[config.mk]
export PLATFORM = sky130hd
export DESIGN_NAME = ccr_top
export DESIGN_NICKNAME = d
export VERILOG_FILES = /design/src/hdl/ccr_pkg.sv /design/src/hdl/ccr_channel.sv /design/src/hdl/ccr_top.sv
export SDC_FILE = /design/constraint.sdc
export NUM_CORES = 1
export LEC_CHECK = 0
export BUFFER_PORTS_ARGS = -buffer_cell sky130_fd_sc_hd__buf_2
export CAP_MARGIN = 20
export CORE_ASPECT_RATIO = 0.9
export CORE_MARGIN = 8
export CORE_UTILIZATION = 25
export CTS_BUF_LIST = sky130_fd_sc_hd__clkbuf_8
export DETAILED_ROUTE_END_ITERATION = 7
export PLACE_DENSITY = 0.45
export SYNTH_ARGS = -nofsm -noshare
export SYNTH_HDL_FRONTEND = slang
export SYNTH_SLANG_ARGS = --single-unit
export TNS_END_PERCENT = 30
[constraint.sdc]
create_clock -name core_clk -period 40 [get_ports core_clk]
set_input_delay 4 -clock core_clk [delete_from_list [all_inputs] [get_ports core_clk]]
set_output_delay 4 -clock core_clk [all_outputs]
set_load 0.01 [all_outputs]
[src/hdl/ccr_pkg.sv]
// Operation
// - Temp compensation code: off, 60, 40, 25 degrees
// - Supply compensation bit enables battery compensation
// - Blanking code picks one of eight times
// - Shunt mode: blanking only gates no-fault report
// - Re-engage by toggle, or readout then toggle
// - Sense select: drain-source zero, shunt one
// - Open-load current 100 uA or 1 mA
// - Gate current: external, 20, 5, 1 mA
// - High-side N or P transistor select bit
// - Side select: low-side zero, high-side one
// - Bit zero is odd parity over word
// - Readback bit picks fixed or actual threshold
// - Six-bit overcurrent threshold code, reset zero
// - All fields reset on power-on or pin
// - Bit 27 zero writes, one only reads
// - Reply bits 31..28 carry command number
package ccr_pkg;
  // ----------------------------------------
  // Frame field positions
  // ----------------------------------------
  localparam int CCR_CMD_MSB = 31;
  localparam int CCR_CMD_LSB = 28;
  localparam int CCR_RW_BIT = 27;
  localparam int CCR_UPPER_MSB = 26;
  localparam int CCR_UPPER_LSB = 22;
  localparam int CCR_READSEL_BIT = 21;
  localparam int CCR_THR_MSB = 20;
  localparam int CCR_THR_LSB = 15;
  localparam int CCR_TEMP_MSB = 14;
  localparam int CCR_TEMP_LSB = 13;
  localparam int CCR_SUPPLY_BIT = 12;
  localparam int CCR_BLANK_MSB = 11;
  localparam int CCR_BLANK_LSB = 9;
  localparam int CCR_REENG_BIT = 8;
  localparam int CCR_SENSE_BIT = 7;
  localparam int CCR_OPENLOAD_BIT = 6;
  localparam int CCR_GATE_MSB = 5;
  localparam int CCR_GATE_LSB = 4;
  localparam int CCR_NP_BIT = 3;
  localparam int CCR_SIDE_BIT = 2;
  localparam int CCR_ENABLE_BIT = 1;
  localparam int CCR_PARITY_BIT = 0;
  // ----------------------------------------
  // Command numbers and reset words
  // ----------------------------------------
  localparam logic [3:0] CCR_CMD_ONE = 4'h1;
  localparam logic [3:0] CCR_CMD_TWO = 4'h2;
  localparam logic [31:0] CCR_ONE_RESET = 32'h1EC00001;
  localparam logic [31:0] CCR_TWO_RESET = 32'h2EC00001;
  // ----------------------------------------
  // Blanking times in 0.1 us, indexed by code
  // ----------------------------------------
  localparam int CCR_CLK_MHZ = 50;
  localparam int CCR_BLANK_TENTHS_US [8] = '{111, 156, 200, 311, 422, 533, 978, 1422};
  // Cycles per blanking code, rounded up
  function automatic logic [13:0] ccr_blank_cycles(input logic [2:0] code);
    ccr_blank_cycles = 14'((CCR_BLANK_TENTHS_US[code] * CCR_CLK_MHZ + 9) / 10);
  endfunction
  // Temperature limits in degrees per code (0 = off)
  localparam int CCR_TEMP_LIMIT [4] = '{0, 60, 40, 25};
  // Gate current in mA per code (0 = external resistor)
  localparam int CCR_GATE_MA [4] = '{0, 20, 5, 1};
  // Open-load current in uA per bit
  localparam int CCR_OPENLOAD_UA [2] = '{100, 1000};
endpackage

[src/hdl/ccr_channel.sv]
`timescale 1ns/10ps
`default_nettype none
// ----------------------------------------
// Per-channel protection sequencer
// ----------------------------------------
module ccr_channel (
  input wire logic core_clk,
  input wire logic rst,
  input wire logic clk_en,
  input wire logic [31:0] cfg,
  input wire logic ctrl_in,
  input wire logic overcurrent_in,
  input wire logic diag_read,
  output logic drive_on,
  output logic blank_done,
  output logic oc_latched
);
  import ccr_pkg::*;

  typedef enum logic [1:0] {CCR_IDLE, CCR_ARMED, CCR_TRIPPED, CCR_READOUT} ccr_state_t;

  ccr_state_t state_reg, state_next;  // Protection state
  logic [13:0] blank_reg, blank_next;  // Blanking count
  logic ctrl_reg, ctrl_next;  // Previous control input
  logic drive_next, done_next, latch_next;
  logic toggle;  // Control switching event

  // Next-state logic
  always_comb
  begin
    toggle = ctrl_in ^ ctrl_reg;
    state_next = state_reg;
    blank_next = blank_reg;
    ctrl_next = ctrl_in;
    done_next = blank_done;
    latch_next = oc_latched;
    unique case (state_reg)
      CCR_IDLE:
      begin
        // Turn on starts the blanking window
        done_next = 1'b0;
        if (ctrl_in && cfg[CCR_ENABLE_BIT])
        begin
          state_next = CCR_ARMED;
          blank_next = ccr_blank_cycles(cfg[CCR_BLANK_MSB:CCR_BLANK_LSB]);
        end
      end
      CCR_ARMED:
      begin
        if (!ctrl_in || !cfg[CCR_ENABLE_BIT])
          state_next = CCR_IDLE;
        else if (blank_reg != 14'h0000)
        begin
          blank_next = blank_reg - 14'h0001;
          // Shunt sensing reacts at once; drain-source waits out blanking
          if (overcurrent_in && cfg[CCR_SENSE_BIT])
          begin
            state_next = CCR_TRIPPED;
            latch_next = 1'b1;
          end
        end
        else
        begin
          done_next = 1'b1;
          if (overcurrent_in)
          begin
            state_next = CCR_TRIPPED;
            latch_next = 1'b1;
            done_next = 1'b0;
          end
        end
      end
      CCR_TRIPPED:
      begin
        // Strict strategy needs a readout before the toggle counts
        if (cfg[CCR_REENG_BIT] && diag_read)
          state_next = CCR_READOUT;
        else if (!cfg[CCR_REENG_BIT] && toggle)
        begin
          state_next = CCR_IDLE;
          latch_next = 1'b0;
        end
      end
      CCR_READOUT:
      begin
        if (toggle)
        begin
          state_next = CCR_IDLE;
          latch_next = 1'b0;
        end
      end
    endcase
    drive_next = (state_next == CCR_ARMED);
  end

  // State registers
  always_ff @(posedge core_clk or posedge rst)
  begin
    if (rst)
    begin
      state_reg <= CCR_IDLE;
      blank_reg <= 14'h0000;
      ctrl_reg <= 1'b0;
      drive_on <= 1'b0;
      blank_done <= 1'b0;
      oc_latched <= 1'b0;
    end
    else if (clk_en)
    begin
      state_reg <= state_next;
      blank_reg <= blank_next;
      ctrl_reg <= ctrl_next;
      drive_on <= drive_next;
      blank_done <= done_next;
      oc_latched <= latch_next;
    end
  end
endmodule
`default_nettype wire

[src/hdl/ccr_top.sv]
`timescale 1ns/10ps
`default_nettype none
// ----------------------------------------
// Channel one and two configuration words
// ----------------------------------------
module ccr_top #(
  parameter int CHANNELS = 2
) (
  input wire logic core_clk,
  input wire logic rst,
  input wire logic clk_en,
  input wire logic frame_valid,
  input wire logic [31:0] frame_in,
  input wire logic [1:0] ctrl_in,
  input wire logic [1:0] overcurrent_in,
  input wire logic [5:0] ch1_actual_threshold,
  input wire logic [5:0] ch2_actual_threshold,
  output logic reply_valid,
  output logic [31:0] reply_out,
  output logic [31:0] output_one_config,
  output logic [31:0] output_two_config,
  output logic [1:0] drive_on,
  output logic [1:0] blank_done,
  output logic [1:0] oc_latched,
  output logic [1:0] parity_error
);
  import ccr_pkg::*;

  // ----------------------------------------
  // Elaboration check
  // ----------------------------------------
  if (CHANNELS != 2)
  begin : g_bad
    $error("ccr_top serves exactly two channels");
  end

  logic [31:0] one_next, two_next, reply_next;
  logic valid_next;
  logic [1:0] perr_next;
  logic [3:0] cmd;  // Addressed command
  logic parity_ok;  // Odd parity across frame
  logic [1:0] diag_read;  // Readout pulse per channel
  logic [1:0] drive_w, done_w, latch_w;

  // ----------------------------------------
  // Frame decode and reply build
  // ----------------------------------------
  // Register next values
  always_comb
  begin
    cmd = frame_in[CCR_CMD_MSB:CCR_CMD_LSB];
    parity_ok = ^frame_in;
    one_next = output_one_config;
    two_next = output_two_config;
    reply_next = reply_out;
    valid_next = 1'b0;
    perr_next = 2'b00;
    diag_read = 2'b00;
    if (frame_valid)
    begin
      // Write only on write type with good parity
      if (!frame_in[CCR_RW_BIT] && parity_ok)
      begin
        if (cmd == CCR_CMD_ONE)
          one_next = {CCR_CMD_ONE, 1'b1, frame_in[CCR_UPPER_MSB:1], 1'b0};
        else if (cmd == CCR_CMD_TWO)
          two_next = {CCR_CMD_TWO, 1'b1, frame_in[CCR_UPPER_MSB:1], 1'b0};
      end
      if (!parity_ok)
        perr_next = {cmd == CCR_CMD_TWO, cmd == CCR_CMD_ONE};
      // Fix up stored parity
      one_next[CCR_PARITY_BIT] = ~(^one_next[31:1]);
      two_next[CCR_PARITY_BIT] = ~(^two_next[31:1]);
      if (cmd == CCR_CMD_ONE || cmd == CCR_CMD_TWO)
      begin
        valid_next = 1'b1;
        reply_next = (cmd == CCR_CMD_ONE) ? one_next : two_next;
        diag_read = {cmd == CCR_CMD_TWO, cmd == CCR_CMD_ONE};
        // Actual threshold shown when readback selected
        if (cmd == CCR_CMD_ONE && one_next[CCR_READSEL_BIT])
          reply_next[CCR_THR_MSB:CCR_THR_LSB] = ch1_actual_threshold;
        if (cmd == CCR_CMD_TWO && two_next[CCR_READSEL_BIT])
          reply_next[CCR_THR_MSB:CCR_THR_LSB] = ch2_actual_threshold;
        reply_next[CCR_PARITY_BIT] = ~(^reply_next[31:1]);
      end
    end
  end

  // Register stage
  always_ff @(posedge core_clk or posedge rst)
  begin
    if (rst)
    begin
      output_one_config <= CCR_ONE_RESET;
      output_two_config <= CCR_TWO_RESET;
      reply_out <= 32'h00000000;
      reply_valid <= 1'b0;
      parity_error <= 2'b00;
      drive_on <= 2'b00;
      blank_done <= 2'b00;
      oc_latched <= 2'b00;
    end
    else if (clk_en)
    begin
      output_one_config <= one_next;
      output_two_config <= two_next;
      reply_out <= reply_next;
      reply_valid <= valid_next;
      parity_error <= perr_next;
      drive_on <= drive_w;
      blank_done <= done_w;
      oc_latched <= latch_w;
    end
  end

  // ----------------------------------------
  // Channel sequencers
  // ----------------------------------------
  ccr_channel u_ch_one (
    .core_clk(core_clk),
    .rst(rst),
    .clk_en(clk_en),
    .cfg(output_one_config),
    .ctrl_in(ctrl_in[0]),
    .overcurrent_in(overcurrent_in[0]),
    .diag_read(diag_read[0]),
    .drive_on(drive_w[0]),
    .blank_done(done_w[0]),
    .oc_latched(latch_w[0])
  );

  ccr_channel u_ch_two (
    .core_clk(core_clk),
    .rst(rst),
    .clk_en(clk_en),
    .cfg(output_two_config),
    .ctrl_in(ctrl_in[1]),
    .overcurrent_in(overcurrent_in[1]),
    .diag_read(diag_read[1]),
    .drive_on(drive_w[1]),
    .blank_done(done_w[1]),
    .oc_latched(latch_w[1])
  );
endmodule
`default_nettype wire

Yosys cells after proc, flatten, opt, wreduce, memory -nomap -nowiden

Memory sizes are Yosys's and may differ from the RTL's.
Cells that the tools add are included.

Bits in registers: 145
ROM bits: 512
Input bits: 52
Output and inout port bits: 105
Logic and storage cells: 180
Memories: 2

$add $sub $neg: 4
$mul: 2
Divide/modulo/power cells: 2
$lt $le $gt $ge: 2
Equality and inequality tests: 28
Muxes and demuxes: 72
Bitwise gates (word level): 7
Reductions and logical operators: 41

Memories:

| memory           | words | bits a word | read ports | clocked after memory_dff | write ports | line          | text |
|---|---|---|---|---|---|---|---|
| (name not given) | 8     | 32          | 1          | 0                        | 0           | ccr_pkg.sv:58 | `ccr_blank_cycles = 14'((CCR_BLANK_TENTHS_US[code] * CCR_CLK_MHZ + 9) / 10);` |
| (name not given) | 8     | 32          | 1          | 0                        | 0           | ccr_pkg.sv:58 |  |

Operator list:

| cell                    | count |
|---|---|
| $mux W32                | 12 |
| $reduce_xor A31 Y1      | 3 |
| $mux W14                | 6 |
| $add A32 B5 Y32 const B | 2 |
| $div A32 B5 Y32 const B | 2 |
| $mul A32 B6 Y31 const B | 2 |
| $pmux W14 S2            | 2 |
| $mux W2                 | 20 |
| $reduce_xor A32 Y1      | 1 |
| $reduce_bool A14 Y1     | 2 |
| $sub A14 B1 Y14 const B | 2 |
| $mux W6                 | 4 |
| $mux W1                 | 22 |
| $ne A2 B1 Y1 const B    | 8 |
| $pmux W2 S4             | 2 |
| $reduce_and A8 Y1       | 2 |
| $ne A2 B2 Y1 const B    | 6 |
| $logic_and A1 B1 Y1     | 11 |
| $reduce_and A5 Y1       | 2 |
| $eq A2 B1 Y1 const B    | 4 |
| $eq A2 B2 Y1 const B    | 4 |
| $ge A4 B4 Y1 const B    | 2 |
| $not A3 Y4              | 2 |
| $reduce_and A4 Y1       | 2 |
| 15 further kinds        | 33 |

Longest topological paths before layout

Gate-level depths: netlist of the first run.

Depth after elaboration: 14
Mapped depth: 69

Cells and area by module

A second synthesis of the first run with hierarchy kept.

Cell total of the unflattened synthesis: 3331
Area total of the unflattened synthesis: 25657.1 um2

Modules (own cells, without submodules):

| module      | instances | cells each | area each (um2) | sequential area each (um2) |
|---|---|---|---|---|
| ccr_channel | 2         | 1413       | 9969.6          | 500.5 |
| ccr_top     | 1         | 505        | 5718.0          | 2645.0 |

Worst setup path after synthesis of the first run

Ideal clock, no wire load.

Path kind: register to register
Start point: reg output_two_config[9]
End point: reg u_ch_two.blank_reg[0]
Arrival time: 15.814 ns
Path slack: 24.057 ns
Stages on the path, launching flop included: 62
Buffers on the path: 6
Clock period less this slack: 15.943 ns
Cells stage by stage: dfrtp_1 clkbuf_1 inv_1 ha_1 nor2_1 a21oi_1 inv_1 ha_1 ha_1 a21o_1 ha_1 ha_1 a211o_1 a221o_2 xor2_1 o2111ai_1 or3_1 o311ai_2 [... 26 more ...] o21bai_1 ha_1 nor2_1 nand4_1 a31o_2 and2_1 clkbuf_1 o31a_1 a31oi_1 nand4b_2 nor2_4 a21oi_1 nor4_1 o211ai_1 a2111oi_0 o221ai_1 a21oi_1 a31oi_1

Cells in the longest elaborated chain, start to end: 9

Ends and longest elaborated chain:

| element                                      | line               | text |
|---|---|---|
| start: declaration                           | ccr_top.sv:21      | `output logic [31:0] output_two_config,` |
| start signal: assignment                     | ccr_top.sv:106     | `output_two_config <= two_next;` |
| $not A3 Y4 (implied by the code)             | ccr_pkg.sv:58      |  |
| $mem_v2 Z8 W32                               | --                 |  |
| $mux W32 (implied by the code) (2 in series) | ccr_pkg.sv:58      |  |
| $mul A32 B6 Y31                              | ccr_pkg.sv:58      |  |
| $add A32 B5 Y32                              | ccr_pkg.sv:58      |  |
| $div A32 B5 Y32                              | ccr_pkg.sv:58      |  |
| $mux W14                                     | ccr_channel.sv:42  | `if (ctrl_in && cfg[CCR_ENABLE_BIT])` |
| $pmux W14 S2                                 | ccr_channel.sv:37  | `unique case (state_reg)` |
| end signal: assignment                       | ccr_channel.sv:111 | `blank_reg <= blank_next;` |
| end: declaration                             | ccr_channel.sv:23  | `logic [13:0] blank_reg, blank_next;` |

No other way between the ends. The select of a mux whose other input is x is not followed.
A chain may end at the register's enable or synchronous reset.

Worst setup path in the final report of the first run

Ends and elaborated chain as after synthesis.

==> results of run 1 <==
synthesized netlist by cell type (all sizes together) (15+ instances only):
cell type	number	area, sq um
dfrtp	131	3280
nand3	116	621
xor2	55	489
a21oi	180	912
nor4	56	418
a21o	48	360
nor2b	24	150
o211ai	46	355
buf	45	285
ha	117	1460
o31a	15	131
and3	47	294
o21a	33	248
nor3	133	692
o31ai	58	460
o22ai	58	363
a311oi	22	218
o211a	25	250
mux2i	47	470
nand4	53	338
o21ai	217	1110
clkbuf	102	383
inv	60	225
mux2	82	927
a31oi	56	363
or3	50	318
or2	38	238
a21boi	17	139
and2	69	434
a211oi	50	418
nand2	327	1230
xnor2	211	1870
o311ai	18	188
a211o	31	272
a31o	19	166
nor2	275	1050
a22oi	15	113
o2111ai	15	131
nand2b	32	200
cell type report:
class	count	area, sq um	area share
multi-input combinational	2896	19800	0.740
sequential	145	3650	0.136
tap	1265	1580	0.0590
timing repair buffer	194	1070	0.0400
inverter	62	238	0.00886
clock buffer	17	234	0.00872
clock inverter	15	206	0.00770
antenna	2	5.00	0.000187
layer usage:
| metal | track usage | vias up | wire (um) |
|---|---|---|---|
| li1 | - | 12590 | - |
| met1 | 0.263 | 12888 | 49300 |
| met2 | 0.269 | 829 | 42600 |
| met3 | 0.0221 | 73 | 5200 |
| met4 | 0.0273 | 0 | 1230 |
| met5 | 0 | - | 0 |
final timing paths:
path                                               to            startpoint  depth (start not counted)  slack [ns]
worst min-delay path                    reply_out[23]         reply_out[23]                          2        0.49
worst max-delay path            u_ch_two.blank_reg[0]  output_two_config[9]                         54       19.48
worst min register to register          reply_out[23]         reply_out[23]                          2        0.49
worst max register to register  u_ch_two.blank_reg[0]  output_two_config[9]                         54       19.48
max in group asynchronous                reply_out[5]                   rst                          3       34.92
min in group asynchronous       u_ch_one.blank_reg[0]                   rst                          2        3.63
worst max-delay path: cells and delay by family, from the launching register on:
kind	cells	cell delay (ns)
AO/OA/AOI/OAI	29	10.89
AND/OR/NAND/NOR	15	5.48
adder cells (fa/ha/maj)	5	1.59
buffers and inverters	3	0.86
flip-flops	1	0.84
XOR/XNOR	1	0.39
multiplexers	1	0.28
stage by stage:
stage | cell area (sq um) | worst slack (ns) | hold WS, ns | util
after global placement | 26400 | 19.90 | 0.464 | 0.273
after floorplan | 24300 | 24.06 | 0.436 | -
after CTS | 26800 | 19.84 | 0.494 | 0.278
final | 26800 | 19.48 | 0.490 | 0.278
after detailed placement | 26400 | 19.97 | 0.473 | 0.273
after global routing | 26800 | 18.25 | 0.518 | 0.278
logic make-up (layout without fill, tap and decap cells):
| family | after synthesis | after routing | share of synthesized area |
|---|---|---|---|
| flip-flops | 145 | 145 | 0.150 |
| other | 0 | 2 | 0 |
| adder cells (fa/ha/maj) | 124 | 124 | 0.0655 |
| AO/OA/AOI/OAI | 1084 | 1084 | 0.320 |
| XOR/XNOR | 267 | 267 | 0.0979 |
| buffers and inverters | 209 | 288 | 0.0370 |
| multiplexers | 129 | 129 | 0.0574 |
| AND/OR/NAND/NOR | 1292 | 1292 | 0.273 |
==> results.cfg, run 1 <==
[min_path]
hold_class = reg -> reg

[final_layout]
drive_gt1_frac = 0.140
nFillCells = 10806
area.growth.synth_to_final_pct = 10.2
top_regs = output_one_config (32), output_two_config (32), reply_out (32)
layout_common_cells = 324 x nand2_1, 268 x nor2_1, 208 x xnor2_1, 189 x o21ai_0, 177 x a21oi_1
stdcell_count = 4596
layout_commonest_cell = nand2_1
fin_nets = 3491

[timing]
worstMarginPinSlew_ns = 1.07
setup_viol = 0
rsz0062_at_grt = false
slew_viol_final = 0
fin_crit_ns = 20.52
final-hold-violation-count = 0
finalClockSkew_ns = 0.0364
relSlewSlack = 0.283
fin_crit_sh = 0.513
tns_ns = 0
clock.fmax_mhz = 48.7

[critical_path]
cp_data_required_time_ns = 40.34
crit_slowest_cell = dfrtp_1
critPathMaxFanout = 19
critPathArrivalTime_ns = 20.86
start_kind = flop
cp-end-kind = flop
max_stage_delay_ns = 0.84
critPathKind = reg -> reg

[clock_tree]
cts_setup_buffers = 0
clock-sinks = 145
clkSlewWorstSetupHoldPaths_ns = 0.09
cts_resized = 0
tritoncts = yes
clockBufferDepth = 2
cts_buffers = 17
root_buffer = clkbuf_8
clock_latency_ns = 0.50
cts_hold_buffers = 0
h-tree-depth = 4

[route]
vias_per_cell = 5.74
wirelength_mm = 98.4
vias = 26380
dr.pass1.iters = 6
drt_iter0_drc = 2491
drcViolationCount = 0
drtAntennaViolNets = 0
wire_per_inst_um = 21.4

[global_route]
grt_overflow = 0
grt_pass1_vias = 25361
grt_max_degree = 84
grt_pass1_wl_mm = 154
gr-usage-all-layers = 0.175
antenna_found_initial = 5

[synthesis]
ys_ff_latch = 145
yosys_warnings = 0
synth-async-reset-ratio = 1.00
syn-num-nets = 3425
synth_cell_types = 129
avgSynthCellArea_sq_um = 7.49
syn_inst = 3250
syn-cell-area_sq_um = 24300
synth_seq_area_share = 0.150
synth_top_flop_cell = dfrtp_1
synth_edf_count = 0

[die]
dieHeight_um = 312
std_cell_rows = 108
core-area_sq_um = 96500
io_pins = 157
initial_core_util = 0.252
die_area_sq_um = 108000
die_w_um = 345

[place]
io_buffers = 156
place_inst = 4561
finalWeightedCongestion = 0.904
dp_hpwl_mm = 78.3

[outcome]
status = finished, final reports clean

[flow_run]
maxCapViolCount = 0
Power of run 1 is left out: the tool's default activity adds up to more than one toggle a clock period on the data nets, which glitch-free logic cannot reach.
==> run 2: changes to the inputs <==
PLACE_DENSITY = 0.46   (was 0.45)
clock period = 16.71 ns   (was 40 ns; I/O delays follow)
==> run 2 against run 1 <==
Compared with the run above: non-clock buffer count grew 211; flip-flop and latch count did not move; clock skew decreased by 0.0033 ns; fmax rose by 28%; design area is 9.3% higher; critical path depth is 10 higher; largest cell class unchanged.
==> results.cfg, run 2 (synthesized netlist as in run 1, its figures left out) <==
[clock_tree]
cts_buffers = 17
clkSlewWorstSetupHoldPaths_ns = 0.10
cts_hold_buffers = 0
clock-sinks = 145
tritoncts = yes
clockBufferDepth = 2
h-tree-depth = 4
root_buffer = clkbuf_8
clock_latency_ns = 0.50

[critical_path]
critPathKind = reg -> reg
crit_slowest_cell = nor4b_4
timing.critical_path.mode_cell = buf_4
critPathArrivalTime_ns = 16.37
start_kind = flop
max_stage_delay_ns = 0.53
cp_data_required_time_ns = 17.05
cp-end-kind = flop
critPathMaxFanout = 10

[die]
core-area_sq_um = 96500
die_w_um = 345
die_area_sq_um = 108000
std_cell_rows = 108
initial_core_util = 0.252
io_pins = 157
dieHeight_um = 312

[final_layout]
area.growth.synth_to_final_pct = 20.5
layout_commonest_cell = nand2_1
drive_gt1_frac = 0.227
fin_util = 0.304
fin_nets = 3702
top_regs = output_one_config (32), output_two_config (32), reply_out (32)
stdcell_count = 4808
layout_common_cells = 321 x nand2_1, 267 x nor2_1, 249 x buf_4, 195 x xnor2_1, 183 x o21ai_0
nFillCells = 10620

[route]
drtAntennaViolNets = 0
vias = 27109
vias_per_cell = 5.64
dr.pass1.iters = 5
drt_iter0_drc = 2410
wirelength_mm = 100
drcViolationCount = 0
wire_per_inst_um = 20.8

[global_route]
grt_overflow = 0
grt_pass1_vias = 25350
grt_max_degree = 83
antenna_found_initial = 7
gr-usage-all-layers = 0.176
grt_pass1_wl_mm = 154

[timing]
relSlewSlack = 0.243
final-hold-violation-count = 0
finalClockSkew_ns = 0.0330
fin_crit_sh = 0.959
fin_crit_ns = 16.03
setup_viol = 0
worstMarginPinSlew_ns = 1.13
clock.fmax_mhz = 62.4
slew_viol_final = 0

[place]
place_inst = 4742
io_buffers = 156
dp_hpwl_mm = 79.3
finalWeightedCongestion = 0.900

[flow_run]
maxCapViolCount = 0

[min_path]
hold_class = reg -> reg

[outcome]
status = finished, final reports clean
[run 2: critical path, delay by kind of cell, from the launching register on]
kind            cells  cell delay (ns)
compound gates     21             5.41
fa+ha+maj           5             1.63
flops               1             0.36
buf+inv            13             2.18
xor+xnor            2             0.47
mux                 1             0.33
simple gates       22             5.44
[run 2: what timing repair did]
| action | CTS | global route |
|---|---|---|
| pin swaps | 0 | 30 |
| setup endpoints to repair | 3 | 6 |
| hold endpoints to repair | 0 | 0 |
| gates resized for setup | 10 | 171 |
| setup buffers | 0 | 31 |
[run 2: per-stage QoR]
stage | setup TNS [ns] | area (sq um) | worst slack, ns | hold WS (ns)
2_1_floorplan | 0 | 24300 | 0.767 | 0.436
3_3_place_gp | -0.246 | 27700 | -0.233 | 0.462
3_5_place_dp | -0.211 | 27700 | -0.211 | 0.469
4_1_cts | 0 | 28200 | 0.0149 | 0.487
5_1_grt | -0.277 | 29300 | -0.171 | 0.516
6_report | 0 | 29300 | 0.678 | 0.479
[run 2: cell type report]
cell class / count / area [sq um] / area share
tap: 1265 / 1580 / 0.0540
antenna: 3 / 7.51 / 0.000256
clock buffer: 19 / 262 / 0.00892
clock inverter: 13 / 171 / 0.00584
inverter: 62 / 238 / 0.00811
multi-input combinational: 2896 / 20800 / 0.708
sequential: 145 / 3650 / 0.124
timing repair buffer: 405 / 2650 / 0.0904
[run 2: path summary, 6_finish.rpt]
check	startpoint	end	slack (ns)	cells after the start
min in group asynchronous	rst	u_ch_one.blank_reg[0]	1.30	2
hold reg to reg	reply_out[8]	reply_out[8]	0.48	2
hold / removal	reply_out[8]	reply_out[8]	0.48	2
max in group asynchronous	rst	output_two_config[6]	13.95	3
setup / recovery	output_one_config[10]	u_ch_one.blank_reg[0]	0.68	64
setup reg to reg	output_one_config[10]	u_ch_one.blank_reg[0]	0.68	64
[run 2: per-layer routing]
| layer | part of all wire | GRT usage |
|---|---|---|
| met4 | 0.012 | 0.0257 |
| met3 | 0.058 | 0.0269 |
| met1 | 0.49 | 0.263 |
| met5 | 0.00034 | 0 |
| met2 | 0.44 | 0.267 |
Power of run 2 is left out for the same reason.
